==> src/dmr_pkg.sv <==
package dmr_pkg;

    // Mode register field layout
    localparam int MR_BL_LSB   = 0;
    localparam int MR_BL_MSB   = 2;
    localparam int MR_BT_BIT   = 3;
    localparam int MR_CL_LSB   = 4;
    localparam int MR_CL_MSB   = 6;
    localparam int MR_OP_LSB   = 7;
    localparam int MR_OP_MSB   = 12;
    localparam int MR_DLLRST   = 8;

    // Burst length codes
    localparam logic [2:0] BL_CODE_2 = 3'h1;
    localparam logic [2:0] BL_CODE_4 = 3'h2;
    localparam logic [2:0] BL_CODE_8 = 3'h3;

    // CAS latency codes
    localparam logic [2:0] CL_CODE_2  = 3'h2;
    localparam logic [2:0] CL_CODE_25 = 3'h6;

    // Operating mode codes (A12..A7)
    localparam logic [5:0] OP_NORMAL  = 6'h00;
    localparam logic [5:0] OP_DLL_RST = 6'h02;

    // Extended mode register bits
    localparam int EMR_DLL_DIS = 0;
    localparam int EMR_DRV_RED = 1;

    // Bank select codes {BA1,BA0}
    localparam logic [1:0] BA_MR  = 2'h0;
    localparam logic [1:0] BA_EMR = 2'h1;

    // Reset values
    localparam logic [12:0] MR_RESET  = 13'h0032;
    localparam logic [12:0] EMR_RESET = 13'h0000;

    // DLL lock wait in clock cycles
    localparam int DLL_LOCK_CYCLES = 200;

    // Avalon register map
    localparam logic [3:0] REG_MODE     = 4'h0;
    localparam logic [3:0] REG_EXT_MODE = 4'h4;
    localparam logic [3:0] REG_STATUS   = 4'h8;

    // Status bit positions
    localparam int ST_DLL_LOCKED = 0;
    localparam int ST_DLL_EN     = 1;
    localparam int ST_BURST_ACT  = 2;
    localparam int ST_READ_PEND  = 3;

    typedef enum logic [1:0] {
        CMD_NOP   = 2'b00,
        CMD_READ  = 2'b01,
        CMD_WRITE = 2'b10,
        CMD_LMR   = 2'b11
    } dmr_cmd_type;

    typedef struct packed {
        dmr_cmd_type cmd;
        logic [1:0]  bank;
        logic [12:0] addr;
    } dmr_req_type;

    typedef struct packed {
        logic        valid;
        logic        is_read;
        logic        half;
        logic [12:0] col;
    } dmr_beat_type;

    typedef enum logic [1:0] {
        ST_IDLE  = 2'b00,
        ST_WAIT  = 2'b01,
        ST_BURST = 2'b10
    } dmr_state_type;

endpackage : dmr_pkg

==> src/dmr_core.sv <==
// Summary of operation
// Burst lengths 2, 4, 8 work with sequential and interleaved order.
// Each READ or WRITE accesses no more columns than the burst length.
// Burst stays in aligned block of burst length and wraps at boundary.
// Column bits above burst-length bits select block, low bits start.
// One burst length setting governs reads and writes alike.
// Burst order bit chooses sequential or interleaved order.
// Sequential access is start plus k modulo burst length.
// Interleaved access low bits are start low bits XOR k.
// Read latency programmable to two or two and a half clocks.
// READ at edge n gives first data at n plus m; half on falling. Code: first read beat at edge n plus 3 for both latencies.
// Controller avoids reserved burst length and latency codes.
// Controller picks a latency allowed at its clock frequency.
// Load with bits 7 to 12 zero selects normal operation.
// Load with bit 8 set, others zero, starts a DLL reset.
// Controller should follow a DLL reset load with a normal load.
// Controller writes only normal or DLL reset operating codes.
// Bank 01 load writes extended register: DLL enable, drive strength.
// After DLL enable, controller resets DLL through base register.
// Controller loads extended register only when idle, then waits.
// Controller keeps DLL enabled for normal operation.
// Self refresh exit enables DLL without any register load.
// After DLL enable, at least 200 cycles pass before a READ.
// Bits 0-2 length, 3 order, 4-6 latency, 7-12 operating mode.
// Bank 00 load targets base register; DLL reset bit self-clears.
// Address bits 0-12 are opcode; other bank codes are reserved.
// Field codes follow the common DDR mode register encoding.
//
// The implementer's own choices: the placing of the registers and the Avalon-MM register port.
`timescale 1ns/1ns
`default_nettype none
module dmr_core
    import dmr_pkg::*;
#(
    parameter int COL_W     = 13,
    parameter int LOCK_WAIT = DLL_LOCK_CYCLES
) (
    input  wire logic         i_clk,
    input  wire logic         i_rstn,
    input  wire dmr_req_type  i_req,
    input  wire logic         i_sr_exit,
    output dmr_beat_type      o_beat,
    output logic              o_dll_locked,
    output logic              o_reserved_op,
    input  wire logic [3:0]   i_avs_address,
    input  wire logic         i_avs_read,
    input  wire logic         i_avs_write,
    input  wire logic [31:0]  i_avs_writedata,
    input  wire logic [3:0]   i_avs_byteenable,
    output logic [31:0]       o_avs_readdata,
    output logic              o_avs_waitrequest
);

    // Column slicing needs the eight-beat offset bits; the lock counter is only 16 bits wide
    if (COL_W < 4 || COL_W > 13 || LOCK_WAIT < 1 || LOCK_WAIT > 65535) begin : g_param_check
        $error("dmr_core: unsupported parameter");
    end

    // Burst length from code; reserved codes fall back to 8
    function automatic logic [3:0] bl_len(input logic [2:0] code);
        case (code)
            BL_CODE_2: bl_len = 4'h2;
            BL_CODE_4: bl_len = 4'h4;
            default:   bl_len = 4'h8;
        endcase
    endfunction : bl_len

    function automatic logic [2:0] bl_mask(input logic [2:0] code);
        case (code)
            BL_CODE_2: bl_mask = 3'h1;
            BL_CODE_4: bl_mask = 3'h3;
            default:   bl_mask = 3'h7;
        endcase
    endfunction : bl_mask

    // Operating mode decode, shared by the load path and the reserved flag
    function automatic logic op_is_normal(input logic [12:0] opcode);
        op_is_normal = (opcode[MR_OP_MSB:MR_OP_LSB] == OP_NORMAL);
    endfunction : op_is_normal

    function automatic logic op_is_dll_rst(input logic [12:0] opcode);
        op_is_dll_rst = (opcode[MR_OP_MSB:MR_OP_LSB] == OP_DLL_RST);
    endfunction : op_is_dll_rst

    logic [12:0]        mr_q, mr_d;
    logic [12:0]        emr_q, emr_d;
    logic [15:0]        lock_q, lock_d;
    logic               dllrst_q, dllrst_d;
    logic               resop_q, resop_d;
    dmr_state_type      st_q, st_d;
    logic [COL_W-1:0]   start_q, start_d;
    logic [2:0]         k_q, k_d;
    logic [1:0]         wcnt_q, wcnt_d;
    logic               rd_q, rd_d;
    dmr_beat_type       beat_q, beat_d;
    logic [31:0]        rdata_q, rdata_d;
    logic               ack_q, ack_d;

    logic [2:0]         mask;
    logic [3:0]         blen;
    logic [2:0]         low;
    logic               dll_en;
    logic               is_cl25;
    logic               lmr;
    logic               avs_req;

    assign mask    = bl_mask(mr_q[MR_BL_MSB:MR_BL_LSB]);
    assign blen    = bl_len(mr_q[MR_BL_MSB:MR_BL_LSB]);
    assign dll_en  = ~emr_q[EMR_DLL_DIS];
    assign is_cl25 = (mr_q[MR_CL_MSB:MR_CL_LSB] == CL_CODE_25);
    assign lmr     = (i_req.cmd == CMD_LMR);
    assign avs_req = i_avs_read | i_avs_write;

    // Column order within the block
    always_comb begin
        low = 3'h0;
        if (mr_q[MR_BT_BIT]) begin
            low = (start_q[2:0] ^ k_q) & mask;
        end else begin
            low = (start_q[2:0] + k_q) & mask;
        end
    end

    // Mode registers, from the command port or the register bus
    always_comb begin
        mr_d     = mr_q;
        emr_d    = emr_q;
        lock_d   = lock_q;
        dllrst_d = 1'b0;
        resop_d  = resop_q;
        if (lock_q != 16'h0) begin
            lock_d = lock_q - 16'h1;
        end
        if (lmr && i_req.bank == BA_MR) begin
            mr_d = i_req.addr;
            mr_d[MR_DLLRST] = 1'b0;
            resop_d = !op_is_normal(i_req.addr) && !op_is_dll_rst(i_req.addr);
            if (op_is_dll_rst(i_req.addr)) begin
                dllrst_d = 1'b1;
                lock_d   = LOCK_WAIT[15:0];
            end
        end else if (lmr && i_req.bank == BA_EMR) begin
            emr_d = i_req.addr;
            if (emr_q[EMR_DLL_DIS] && !i_req.addr[EMR_DLL_DIS]) begin
                lock_d = LOCK_WAIT[15:0];
            end
        end else if (i_avs_write && ack_q && i_avs_byteenable[0]) begin
            // Write lands in the answer cycle, the edge the master sees waitrequest low
            if (i_avs_address == REG_MODE) begin
                mr_d = i_avs_writedata[12:0];
                mr_d[MR_DLLRST] = 1'b0;
            end else if (i_avs_address == REG_EXT_MODE) begin
                emr_d = i_avs_writedata[12:0];
                if (emr_q[EMR_DLL_DIS] && !i_avs_writedata[EMR_DLL_DIS]) begin
                    lock_d = LOCK_WAIT[15:0];
                end
            end
        end
        if (i_sr_exit) begin
            emr_d[EMR_DLL_DIS] = 1'b0;
            lock_d = LOCK_WAIT[15:0];
        end
    end

    // Burst engine: one beat per clock; the half-clock read latency rides in the beat half flag
    always_comb begin
        st_d    = st_q;
        start_d = start_q;
        k_d     = k_q;
        wcnt_d  = wcnt_q;
        rd_d    = rd_q;
        beat_d  = '0;
        if ((i_req.cmd == CMD_READ) || (i_req.cmd == CMD_WRITE)) begin
            start_d = i_req.addr[COL_W-1:0];
            k_d     = 3'h0;
            rd_d    = (i_req.cmd == CMD_READ);
            wcnt_d  = (i_req.cmd == CMD_READ) ? 2'h1 : 2'h0;
            st_d    = (i_req.cmd == CMD_READ) ? ST_WAIT : ST_BURST;
        end else begin
            case (st_q)
                ST_IDLE: begin
                    st_d = ST_IDLE;
                end
                ST_WAIT: begin
                    if (wcnt_q == 2'h0) begin
                        st_d = ST_BURST;
                    end else begin
                        wcnt_d = wcnt_q - 2'h1;
                    end
                end
                ST_BURST: begin
                    beat_d.valid   = 1'b1;
                    beat_d.is_read = rd_q;
                    beat_d.half    = rd_q & is_cl25;
                    beat_d.col     = 13'(start_q);
                    beat_d.col[2:0] = (start_q[2:0] & ~mask) | low;
                    if ({1'b0, k_q} + 4'h1 >= blen) begin
                        st_d = ST_IDLE;
                    end else begin
                        k_d = k_q + 3'h1;
                    end
                end
                default: begin
                    st_d = ST_IDLE;
                end
            endcase
        end
    end

    // Avalon slave: one wait cycle then answer
    always_comb begin
        ack_d   = avs_req & ~ack_q;
        rdata_d = rdata_q;
        if (i_avs_read && !ack_q) begin
            case (i_avs_address)
                REG_MODE:     rdata_d = {19'h0, mr_q};
                REG_EXT_MODE: rdata_d = {19'h0, emr_q};
                REG_STATUS:   rdata_d = {28'h0, rd_q & (st_q != ST_IDLE), st_q != ST_IDLE,
                                         dll_en, dll_en && lock_q == 16'h0};
                default:      rdata_d = 32'h0;
            endcase
        end
    end

    // Mode register group
    always_ff @(posedge i_clk) begin
        if (!i_rstn) begin
            mr_q     <= MR_RESET;
            emr_q    <= EMR_RESET;
            lock_q   <= 16'h0;
            dllrst_q <= 1'b0;
            resop_q  <= 1'b0;
        end else begin
            mr_q     <= mr_d;
            emr_q    <= emr_d;
            lock_q   <= lock_d;
            dllrst_q <= dllrst_d;
            resop_q  <= resop_d;
        end
    end

    // Burst group
    always_ff @(posedge i_clk) begin
        if (!i_rstn) begin
            st_q     <= ST_IDLE;
            start_q  <= '0;
            k_q      <= 3'h0;
            wcnt_q   <= 2'h0;
            rd_q     <= 1'b0;
            beat_q   <= '0;
        end else begin
            st_q     <= st_d;
            start_q  <= start_d;
            k_q      <= k_d;
            wcnt_q   <= wcnt_d;
            rd_q     <= rd_d;
            beat_q   <= beat_d;
        end
    end

    // Register bus group
    always_ff @(posedge i_clk) begin
        if (!i_rstn) begin
            rdata_q  <= 32'h0;
            ack_q    <= 1'b0;
        end else begin
            rdata_q  <= rdata_d;
            ack_q    <= ack_d;
        end
    end

    assign o_beat            = beat_q;
    assign o_dll_locked      = dll_en & (lock_q == 16'h0) & ~dllrst_q;
    assign o_reserved_op     = resop_q;
    assign o_avs_readdata    = rdata_q;
    assign o_avs_waitrequest = avs_req & ~ack_q;

endmodule : dmr_core
`default_nettype wire

==> config.mk <==
export PLATFORM = sky130hd
export DESIGN_NAME = dmr_core
export DESIGN_NICKNAME = d
export VERILOG_FILES = /design/src/dmr_pkg.sv /design/src/dmr_core.sv
export SDC_FILE = /design/constraint.sdc
export NUM_CORES = 1
export LEC_CHECK = 0
export ABC_AREA = 0
export BUFFER_PORTS_ARGS = -buffer_cell sky130_fd_sc_hd__buf_4
export CAP_MARGIN = 20
export CELL_PAD_IN_SITES_DETAIL_PLACEMENT = 1
export CELL_PAD_IN_SITES_GLOBAL_PLACEMENT = 1
export CORE_ASPECT_RATIO = 1.1
export CORE_MARGIN = 1
export CORE_UTILIZATION = 43
export CTS_CLUSTER_DIAMETER = 150
export DETAILED_ROUTE_END_ITERATION = 16
export PLACE_DENSITY_LB_ADDON = 0.2
export SKIP_CTS_REPAIR_TIMING = 1
export SYNTH_ARGS = -nofsm -noshare
export SYNTH_HDL_FRONTEND = slang
export SYNTH_SLANG_ARGS = --single-unit
==> constraint.sdc <==
create_clock -name i_clk -period 5.14 [get_ports i_clk]
set_input_delay 0.514 -clock i_clk [delete_from_list [all_inputs] [get_ports i_clk]]
set_output_delay 0.514 -clock i_clk [all_outputs]
set_load 0.01 [all_outputs]
==> results of run 1 <==
==> cell type report <==
| type | count | area (um2) | area share, % |
|---|---|---|---|
| clock inverter | 5 | 37.5 | 0.729 |
| timing repair buffer | 73 | 548 | 10.6 |
| clock buffer | 10 | 128 | 2.48 |
| multi-input combinational | 352 | 2360 | 45.8 |
| tap | 120 | 150 | 2.91 |
| inverter | 12 | 45.0 | 0.874 |
| sequential | 94 | 1880 | 36.5 |
==> power breakdown <==
| part | internal (mW) | switching (mW) | leakage [nW] | total [mW] |
|---|---|---|---|---|
| sequential | 0.759 | 0.0277 | 0.765 | 0.786 |
| combinational | 0.108 | 0.146 | 1.32 | 0.255 |
| clock | 0.174 | 0.259 | 0.0783 | 0.434 |
| total | 1.04 | 0.433 | 2.16 | 1.47 |
==> metrics by stage <==
stage	area, um2	util, %	instances	worst slack, ns
finish	5150	51.6	666	2.42
global route	5150	51.6	666	2.17
CTS	5150	51.6	666	2.37
detailed placement	4990	49.9	651	2.12
global placement	4990	49.9	651	2.12
floorplan	4520	-	499	2.91
==> worst max-delay path: cells and delay by family, from the launching register on <==
family	cells	cell delay, ns
and+or+nand+nor	3	1.04
adders and majority gates	1	0.19
buffers and inverters	2	0.26
DFF	1	0.35
==> state kept, by name, indices dropped and copies added, names as in the netlist <==
signal          count
emr_q              13
o_avs_readdata     13
st_q                2
k_q                 3
o_reserved_op       1
mr_q               12
start_q            13
ack_q               1
o_beat             16
wcnt_q              2
lock_q             16
dllrst_q            1
rd_q                1
==> layer usage <==
metal  vias to the layer above  routed length, um  global-route usage [%]
met5                         -                  0                       0
met4                         0                231                    9.24
met3                        19                381                    3.78
met2                        71               5590                    38.2
met1                      1729               5090                    27.1
li1                       1799                  -                       -
==> Yosys cell counts (all sizes together) (2+ instances only) <==
master   instances
nor3b            3
o21ai           12
a31o             2
inv             12
nand2           32
a21o             3
nor4b            3
nand3b           5
buf             27
xor2             2
xnor2            2
o21a             2
mux2i           45
a21oi           17
o211ai           2
and2            23
nor2            57
or3              2
or3b             3
nand3            4
and3             3
o31a             5
clkbuf          14
nor2b            4
nand2b           8
a211oi          24
a22oi           10
a2111oi          2
dfxtp           94
nor4             8
mux2             3
nor3             9
o21bai           2
nand4            7
ha              11
or4              2
==> worst paths after layout <==
kind	start	end	cells after the start
worst max-delay path	lock_q[0]	o_dll_locked	6
worst min-delay path	i_sr_exit	emr_q[0]	2
worst max register to register	mr_q[0]	k_q[1]	7
worst min register to register	o_avs_readdata[8]	o_avs_readdata[8]	2
==> cell families after synthesis <==
kind of cell / share of synthesized area [%]
multiplexers: 10.9
AND/OR/NAND/NOR: 21.9
flip-flops: 42.2
buffers and inverters: 6.29
AO/OA/AOI/OAI: 14.3
XOR/XNOR: 0.786
other: 0.0842
adder cells (fa/ha/maj): 3.54
==> run_results.csv, run 1 <==
group,metric,value,unit
status,status,"finished, final reports clean",
logic_synthesis,syn_area,0.00446,mm2
floorplan,die_area,0.0108,mm2
sta,hold_ws,0.332,ns
floorplan,rows,38,
logic_synthesis,synth_top_area_share,42.2,%
layout,drive_gt1_share,19.8,%
logic_synthesis,ys_seq_area_share,42.2,%
sta,max_freq,368,MHz
route,vias_per_cell,5.43,
placed_design,gp_congestion,0.763,
worst_setup_path,critPathMaxStageDelay,0.39,ns
global_routing,antenna_found_initial,0,
floorplan,die_h,109,um
sta,min_period,2.72,ns
layout,mostFrequentLayoutCells,"dfxtp_1, buf_4, nor2_1",
logic_synthesis,yosys-top-cells-area,"dfxtp_1, mux2i_1, nor2_1",
worst_setup_path,slowest_stage,"nor3b_1",
pwr,p_leak,2.16,nW
logic_synthesis,avgSynthCellArea,9.26,um2
logic_synthesis,yosysWarnings,0,
layout,fillCellCount,1185,
sta,drv_slew,0,
cts,clockBufferDepth,2,
worst_hold_path,min_path_type,"in2reg",
sta,finalSetupTns,0,ns
worst_setup_path,endpoint_kind,"primary output",
route,drc_errors,0,
cts,clkTransAtPathRegs,0.08,ns
sta,rsz0062_at_grt,"no",
sta,max-slew-margin-rel,34.3,%
sta,finalSetupViolCount,0,
logic_synthesis,synth_ff_type,"dfxtp_1",
floorplan,die_x,99.1,um
route,wire_per_inst,16.9,um
route,drt_iter0_markers,88,
pwr,power.total,1.47,mW
floorplan,start_util,44.6,%
placed_design,dp_hpwl,8.22,mm
global_routing,grt_pass1_wl,18.5,mm
sta,hold_viol_final,0,
route,ant_nets,0,
global_routing,grt-ovfl-total,0,
logic_synthesis,async_flop_share,0,%
layout,area_growth_syn_to_layout,15.6,%
sta,skew,0.00919,ns
logic_synthesis,synth_top_cell_by_area,"dfxtp_1",
logic_synthesis,synth_edf_count,0,
sta,tightest_slew,0.983,ns
worst_setup_path,r2r_slack,2.51,ns
cts,cts_buffers,9,
cts,cts.sinks,94,
logic_synthesis,ys_types,65,
logic_synthesis,ys_ff_latch,94,
logic_synthesis,syn_inst,481,
route,dr.pass1.iters,4,
job,maxCapViolations,0,
route,num_vias,3618,
global_routing,grt_usage,22.0,%
layout,final_nets,616,
worst_setup_path,crit_chain,"inv_1 > ha_1 > nor3b_1 > nand4_1 > nor3_1 > buf_4",
cts,cts_tree,"yes",
worst_setup_path,crit_fanout,7,
worst_setup_path,crit_type,"reg2out",
cts,clk-insertion-delay-late,0.36,ns
worst_setup_path,arrival,2.20,ns
layout,final_common_cell,"dfxtp_1",
sta,fin_crit_sh,52.9,%
worst_setup_path,start_kind,"flip-flop",
floorplan,pin_count,113,
floorplan,coreArea,0.00998,mm2
pwr,ir_worst_vdd,0.000173,V
global_routing,grt_pass1_vias,3711,
worst_setup_path,crit_required,4.63,ns
placed_design,port_buffers,71,
pwr,p_per_area,286,mW/mm2
cts,root_buffer,"clkbuf_8",
global_routing,grt_max_degree,47,
route,drt-total-wl,11.3,mm
layout,n_antenna_cell,0,
cts,cts-htree-levels,3,
Note: power is estimated with default switching activity, not from simulation.
==> inputs of run 2 (changes only) <==
- CORE_UTILIZATION: 43 -> 40
- clock period: 5.14 -> 2.8 ns (I/O delays scaled with it)
==> run_results.csv, run 2 (synthesized netlist as in run 1, its figures left out) <==
group,metric,value,unit
sta,finalSetupViolCount,0,
worst_setup_path,arrival,2.18,ns
worst_setup_path,r2r-end,"k_q[2]",
floorplan,die_h,113,um
worst_setup_path,crit_fanout,7,
layout,fillCellCount,1303,
layout,area_growth_syn_to_layout,20.5,%
layout,mostFrequentLayoutCells,"dfxtp_1, buf_4, nor2_1",
sta,min_period,2.46,ns
sta,drv_slew,0,
floorplan,die_x,103,um
floorplan,coreArea,0.0109,mm2
cts,clockBufferDepth,2,
layout,final_common_cell,"dfxtp_1",
layout,drive_gt1_share,21.0,%
pwr,p_leak,2.26,nW
worst_setup_path,r2r_slack,0.34,ns
floorplan,rows,40,
global_routing,grt_max_degree,40,
worst_setup_path,cp-endpoint,"o_dll_locked",
worst_setup_path,crit_type,"reg2out",
route,drt_iter0_markers,108,
cts,cts-htree-levels,3,
sta,finalSetupTns,0,ns
job,maxCapViolations,0,
pwr,ir_worst_vdd,0.000245,V
global_routing,grt_usage,22.0,%
worst_setup_path,reg2reg_depth,7,
worst_hold_path,min_path_type,"in2reg",
sta,skew,0.00391,ns
sta,fin_crit_sh,87.9,%
sta,hold_viol_final,0,
pwr,power.total,3.18,mW
sta,max-slew-margin-rel,53.8,%
global_routing,grt-ovfl-total,0,
route,drt-total-wl,11.9,mm
global_routing,grt_pass1_vias,3919,
placed_design,dpl.cell_count,685,
cts,cts_tree,"yes",
placed_design,dp_hpwl,8.72,mm
worst_setup_path,r2r-start,"mr_q[0]",
cts,cts_buffers,9,
worst_setup_path,start_kind,"flip-flop",
worst_setup_path,crit_required,2.52,ns
floorplan,start_util,41.0,%
pwr,p_per_area,592,mW/mm2
cts,root_buffer,"clkbuf_16",
worst_setup_path,endpoint_kind,"primary output",
sta,max_freq,406,MHz
placed_design,port_buffers,71,
route,drc_errors,0,
global_routing,antenna_found_initial,0,
layout,stdcell_count,700,
floorplan,pin_count,113,
layout,n_antenna_cell,0,
layout,final_nets,623,
cts,clkTransAtPathRegs,0.07,ns
placed_design,gp_congestion,0.760,
route,vias_per_cell,5.25,
sta,rsz0062_at_grt,"no",
cts,clk-insertion-delay-late,0.34,ns
global_routing,grt_pass1_wl,19.4,mm
worst_setup_path,crit_start,"lock_q[0]",
route,ant_nets,0,
cts,cts.sinks,94,
route,num_vias,3672,
sta,tightest_slew,0.691,ns
status,status,"finished, final reports clean",
route,wire_per_inst,17.1,um
route,dr.pass1.iters,4,
placed_design,pre_cts_ws,0.383,ns
sta,fin_ws,0.340,ns
floorplan,die_area,0.0116,mm2
[run 2: cell types whose count changed in the layout (fill, tap and decap cells not counted), sizes merged]
cell,delta
buf,+7
bufinv,+1
clkbuf,-1
clkinvlp,-1
inv,+1
[run 2: worst max-delay path: stages (launching register included)]
cell     delay (ns)
dfxtp_1        0.36
inv_1          0.10
ha_1           0.20
nor3b_1        0.38
nand4_1        0.36
nor3_1         0.28
buf_4          0.17
[run 2: cell type report]
cell class                 count  area, um2  area share (%)
multi-input combinational    352       2360            44.0
inverter                      12       45.0           0.839
sequential                    94       1880            35.0
clock inverter                 6       72.6            1.35
clock buffer                   9        225            4.19
tap                          147        184            3.42
timing repair buffer          80        601            11.2
[run 2: worst min path at each step]
| stage | start | to | slack, ns | depth (start not counted) |
|---|---|---|---|---|
| CTS | i_sr_exit | emr_q[0] | 0.13 | 2 |
| floorplan | i_sr_exit | emr_q[0] | 0.36 | 1 |
| global route | i_sr_exit | emr_q[0] | 0.12 | 2 |
| global placement | start_q[6] | o_beat[6] | 0.44 | 1 |
| finish | i_sr_exit | emr_q[0] | 0.14 | 2 |
| detailed placement | start_q[7] | o_beat[7] | 0.44 | 1 |
[run 2: layer usage]
layer	GRT usage, %	vias to the layer above	part of all wire (%)
li1	-	1811	-
met1	25.7	1778	43
met2	39.3	69	52
met3	4.45	14	3.5
met4	7.62	0	1.5
met5	0	-	0
[run 2: power breakdown]
group	total [mW]	switching (mW)	leakage [nW]	internal, mW
sequential	1.45	0.0553	0.765	1.39
clock	1.25	0.550	0.142	0.696
combinational	0.483	0.274	1.35	0.208
total	3.18	0.880	2.26	2.30
[run 2: through the flow]
stage	area, um2	util [%]	hold WS, ns
CTS	5370	49.4	0.125
detailed placement	5070	46.7	0.444
global route	5370	49.4	0.125
global placement	5070	46.7	0.442
floorplan	4520	-	0.359
finish	5370	49.4	0.143
==> inputs of run 3 (changes only) <==
- PLACE_DENSITY: not set -> 0.85
- PLACE_DENSITY_LB_ADDON: 0.2 -> not set
==> run_results.csv, run 3 (synthesized netlist as in run 1, its figures left out) <==
group,metric,value,unit
cts,cts.sinks,94,
sta,finalSetupTns,0,ns
floorplan,start_util,41.0,%
floorplan,pin_count,113,
floorplan,die_x,103,um
floorplan,die_h,113,um
floorplan,die_area,0.0116,mm2
layout,final_cell_area,0.00541,mm2
worst_setup_path,crit_chain,"or3b_2 > inv_1 > ha_1 > a21bo_2 > a21o_1 > a211oi_1 > mux2i_1",
pwr,ir_worst_vdd,0.000334,V
placed_design,port_buffers,71,
route,vias_per_cell,5.34,
layout,mostFrequentLayoutCells,"dfxtp_1, buf_4, nor2_1",
worst_setup_path,crit_fanout,5,
floorplan,rows,40,
worst_setup_path,r2r-start,"mr_q[0]",
placed_design,dpl.cell_count,684,
global_routing,grt_max_degree,27,
layout,final_common_cell,"dfxtp_1",
sta,skew,0.00792,ns
layout,final_nets,622,
sta,rsz0062_at_grt,"no",
sta,tightest_slew,0.785,ns
layout,n_antenna_cell,0,
sta,drv_slew,0,
global_routing,grt-ovfl-total,0,
cts,cts_buffers,9,
worst_setup_path,slowest_stage,"a211oi_1",
route,ant_nets,0,
sta,finalSetupViolCount,0,
cts,cts-htree-levels,3,
status,status,"finished, final reports clean",
worst_setup_path,r2r-end,"k_q[1]",
sta,fin_crit_sh,92.3,%
cts,clk-insertion-delay-late,0.34,ns
worst_setup_path,crit_type,"reg2reg",
route,drt_iter0_markers,84,
worst_setup_path,cp-endpoint,"k_q[1]",
worst_setup_path,endpoint_kind,"flip-flop",
global_routing,antenna_found_initial,0,
cts,root_buffer,"clkbuf_16",
route,num_vias,3736,
worst_setup_path,reg2reg_depth,7,
sta,max_freq,387,MHz
route,drc_errors,0,
pwr,p_per_area,619,mW/mm2
sta,min_period,2.58,ns
worst_setup_path,arrival,2.85,ns
layout,area_growth_syn_to_layout,21.5,%
global_routing,grt_pass1_vias,3843,
route,dr.pass1.iters,4,
placed_design,gp_congestion,0.807,
worst_hold_path,min_path_type,"in2reg",
global_routing,grt_pass1_wl,19.3,mm
job,maxCapViolations,0,
worst_setup_path,crit_start,"mr_q[0]",
placed_design,dp_hpwl,8.54,mm
cts,clockBufferDepth,2,
worst_setup_path,crit_required,3.07,ns
sta,max-slew-margin-rel,46.9,%
worst_setup_path,critPathMaxStageDelay,0.65,ns
placed_design,place_area,0.00506,mm2
cts,cts_tree,"yes",
route,drt-total-wl,11.8,mm
worst_setup_path,start_kind,"flip-flop",
layout,stdcell_count,700,
pwr,p_leak,2.27,nW
worst_setup_path,r2r_slack,0.22,ns
floorplan,coreArea,0.0109,mm2
cts,clkTransAtPathRegs,0.07,ns
pwr,power.total,3.35,mW
worst_hold_path,min_from,"i_sr_exit",
layout,drive_gt1_share,20.8,%
global_routing,grt_usage,21.6,%
sta,hold_viol_final,0,
route,wire_per_inst,16.9,um
run 3: power breakdown:
part	internal [mW]	switching (mW)	total (mW)	leakage [nW]
combinational	0.208	0.277	0.485	1.34
clock	0.883	0.538	1.42	0.165
sequential	1.39	0.0523	1.45	0.765
run 3: final cells by class:
class                      count  area, um2
clock buffer                  10        229
clock inverter                 6        118
fill                        1273       5450
inverter                      12       45.0
multi-input combinational    352       2360
sequential                    94       1880
tap                          147        184
timing repair buffer          79        593
run 3: per-stage QoR:
stage | setup slack [ns] | util (%) | hold slack, ns
after floorplan | 0.566 | - | 0.359
after global placement | 0.359 | 46.6 | 0.444
after detailed placement | 0.212 | 46.6 | 0.450
after CTS | 0.195 | 49.8 | 0.122
after global routing | 0.0643 | 49.8 | 0.132
final | 0.216 | 49.8 | 0.135
run 3: per-layer routing:
layer	vias up	track usage, %	share of wire, %
li1	1814	-	-
met1	1824	26.6	44
met2	83	37.2	50
met3	15	4.32	4.6
met4	0	7.33	1.7
met5	-	0	0
run 3: worst min path at each step:
stage                      end  cells past startpoint
global route          emr_q[0]                      2
detailed placement   o_beat[9]                      1
floorplan             emr_q[0]                      1
CTS                   emr_q[0]                      2
global placement    o_beat[10]                      1
finish                emr_q[0]                      2
run 3: critical path, delay by kind of cell, from the launching register on:
kind / cells / cell delay [ns]
compound gates: 3 / 1.05
simple gates: 1 / 0.52
flops: 1 / 0.38
mux: 1 / 0.25
fa+ha+maj: 1 / 0.22
buf+inv: 1 / 0.09
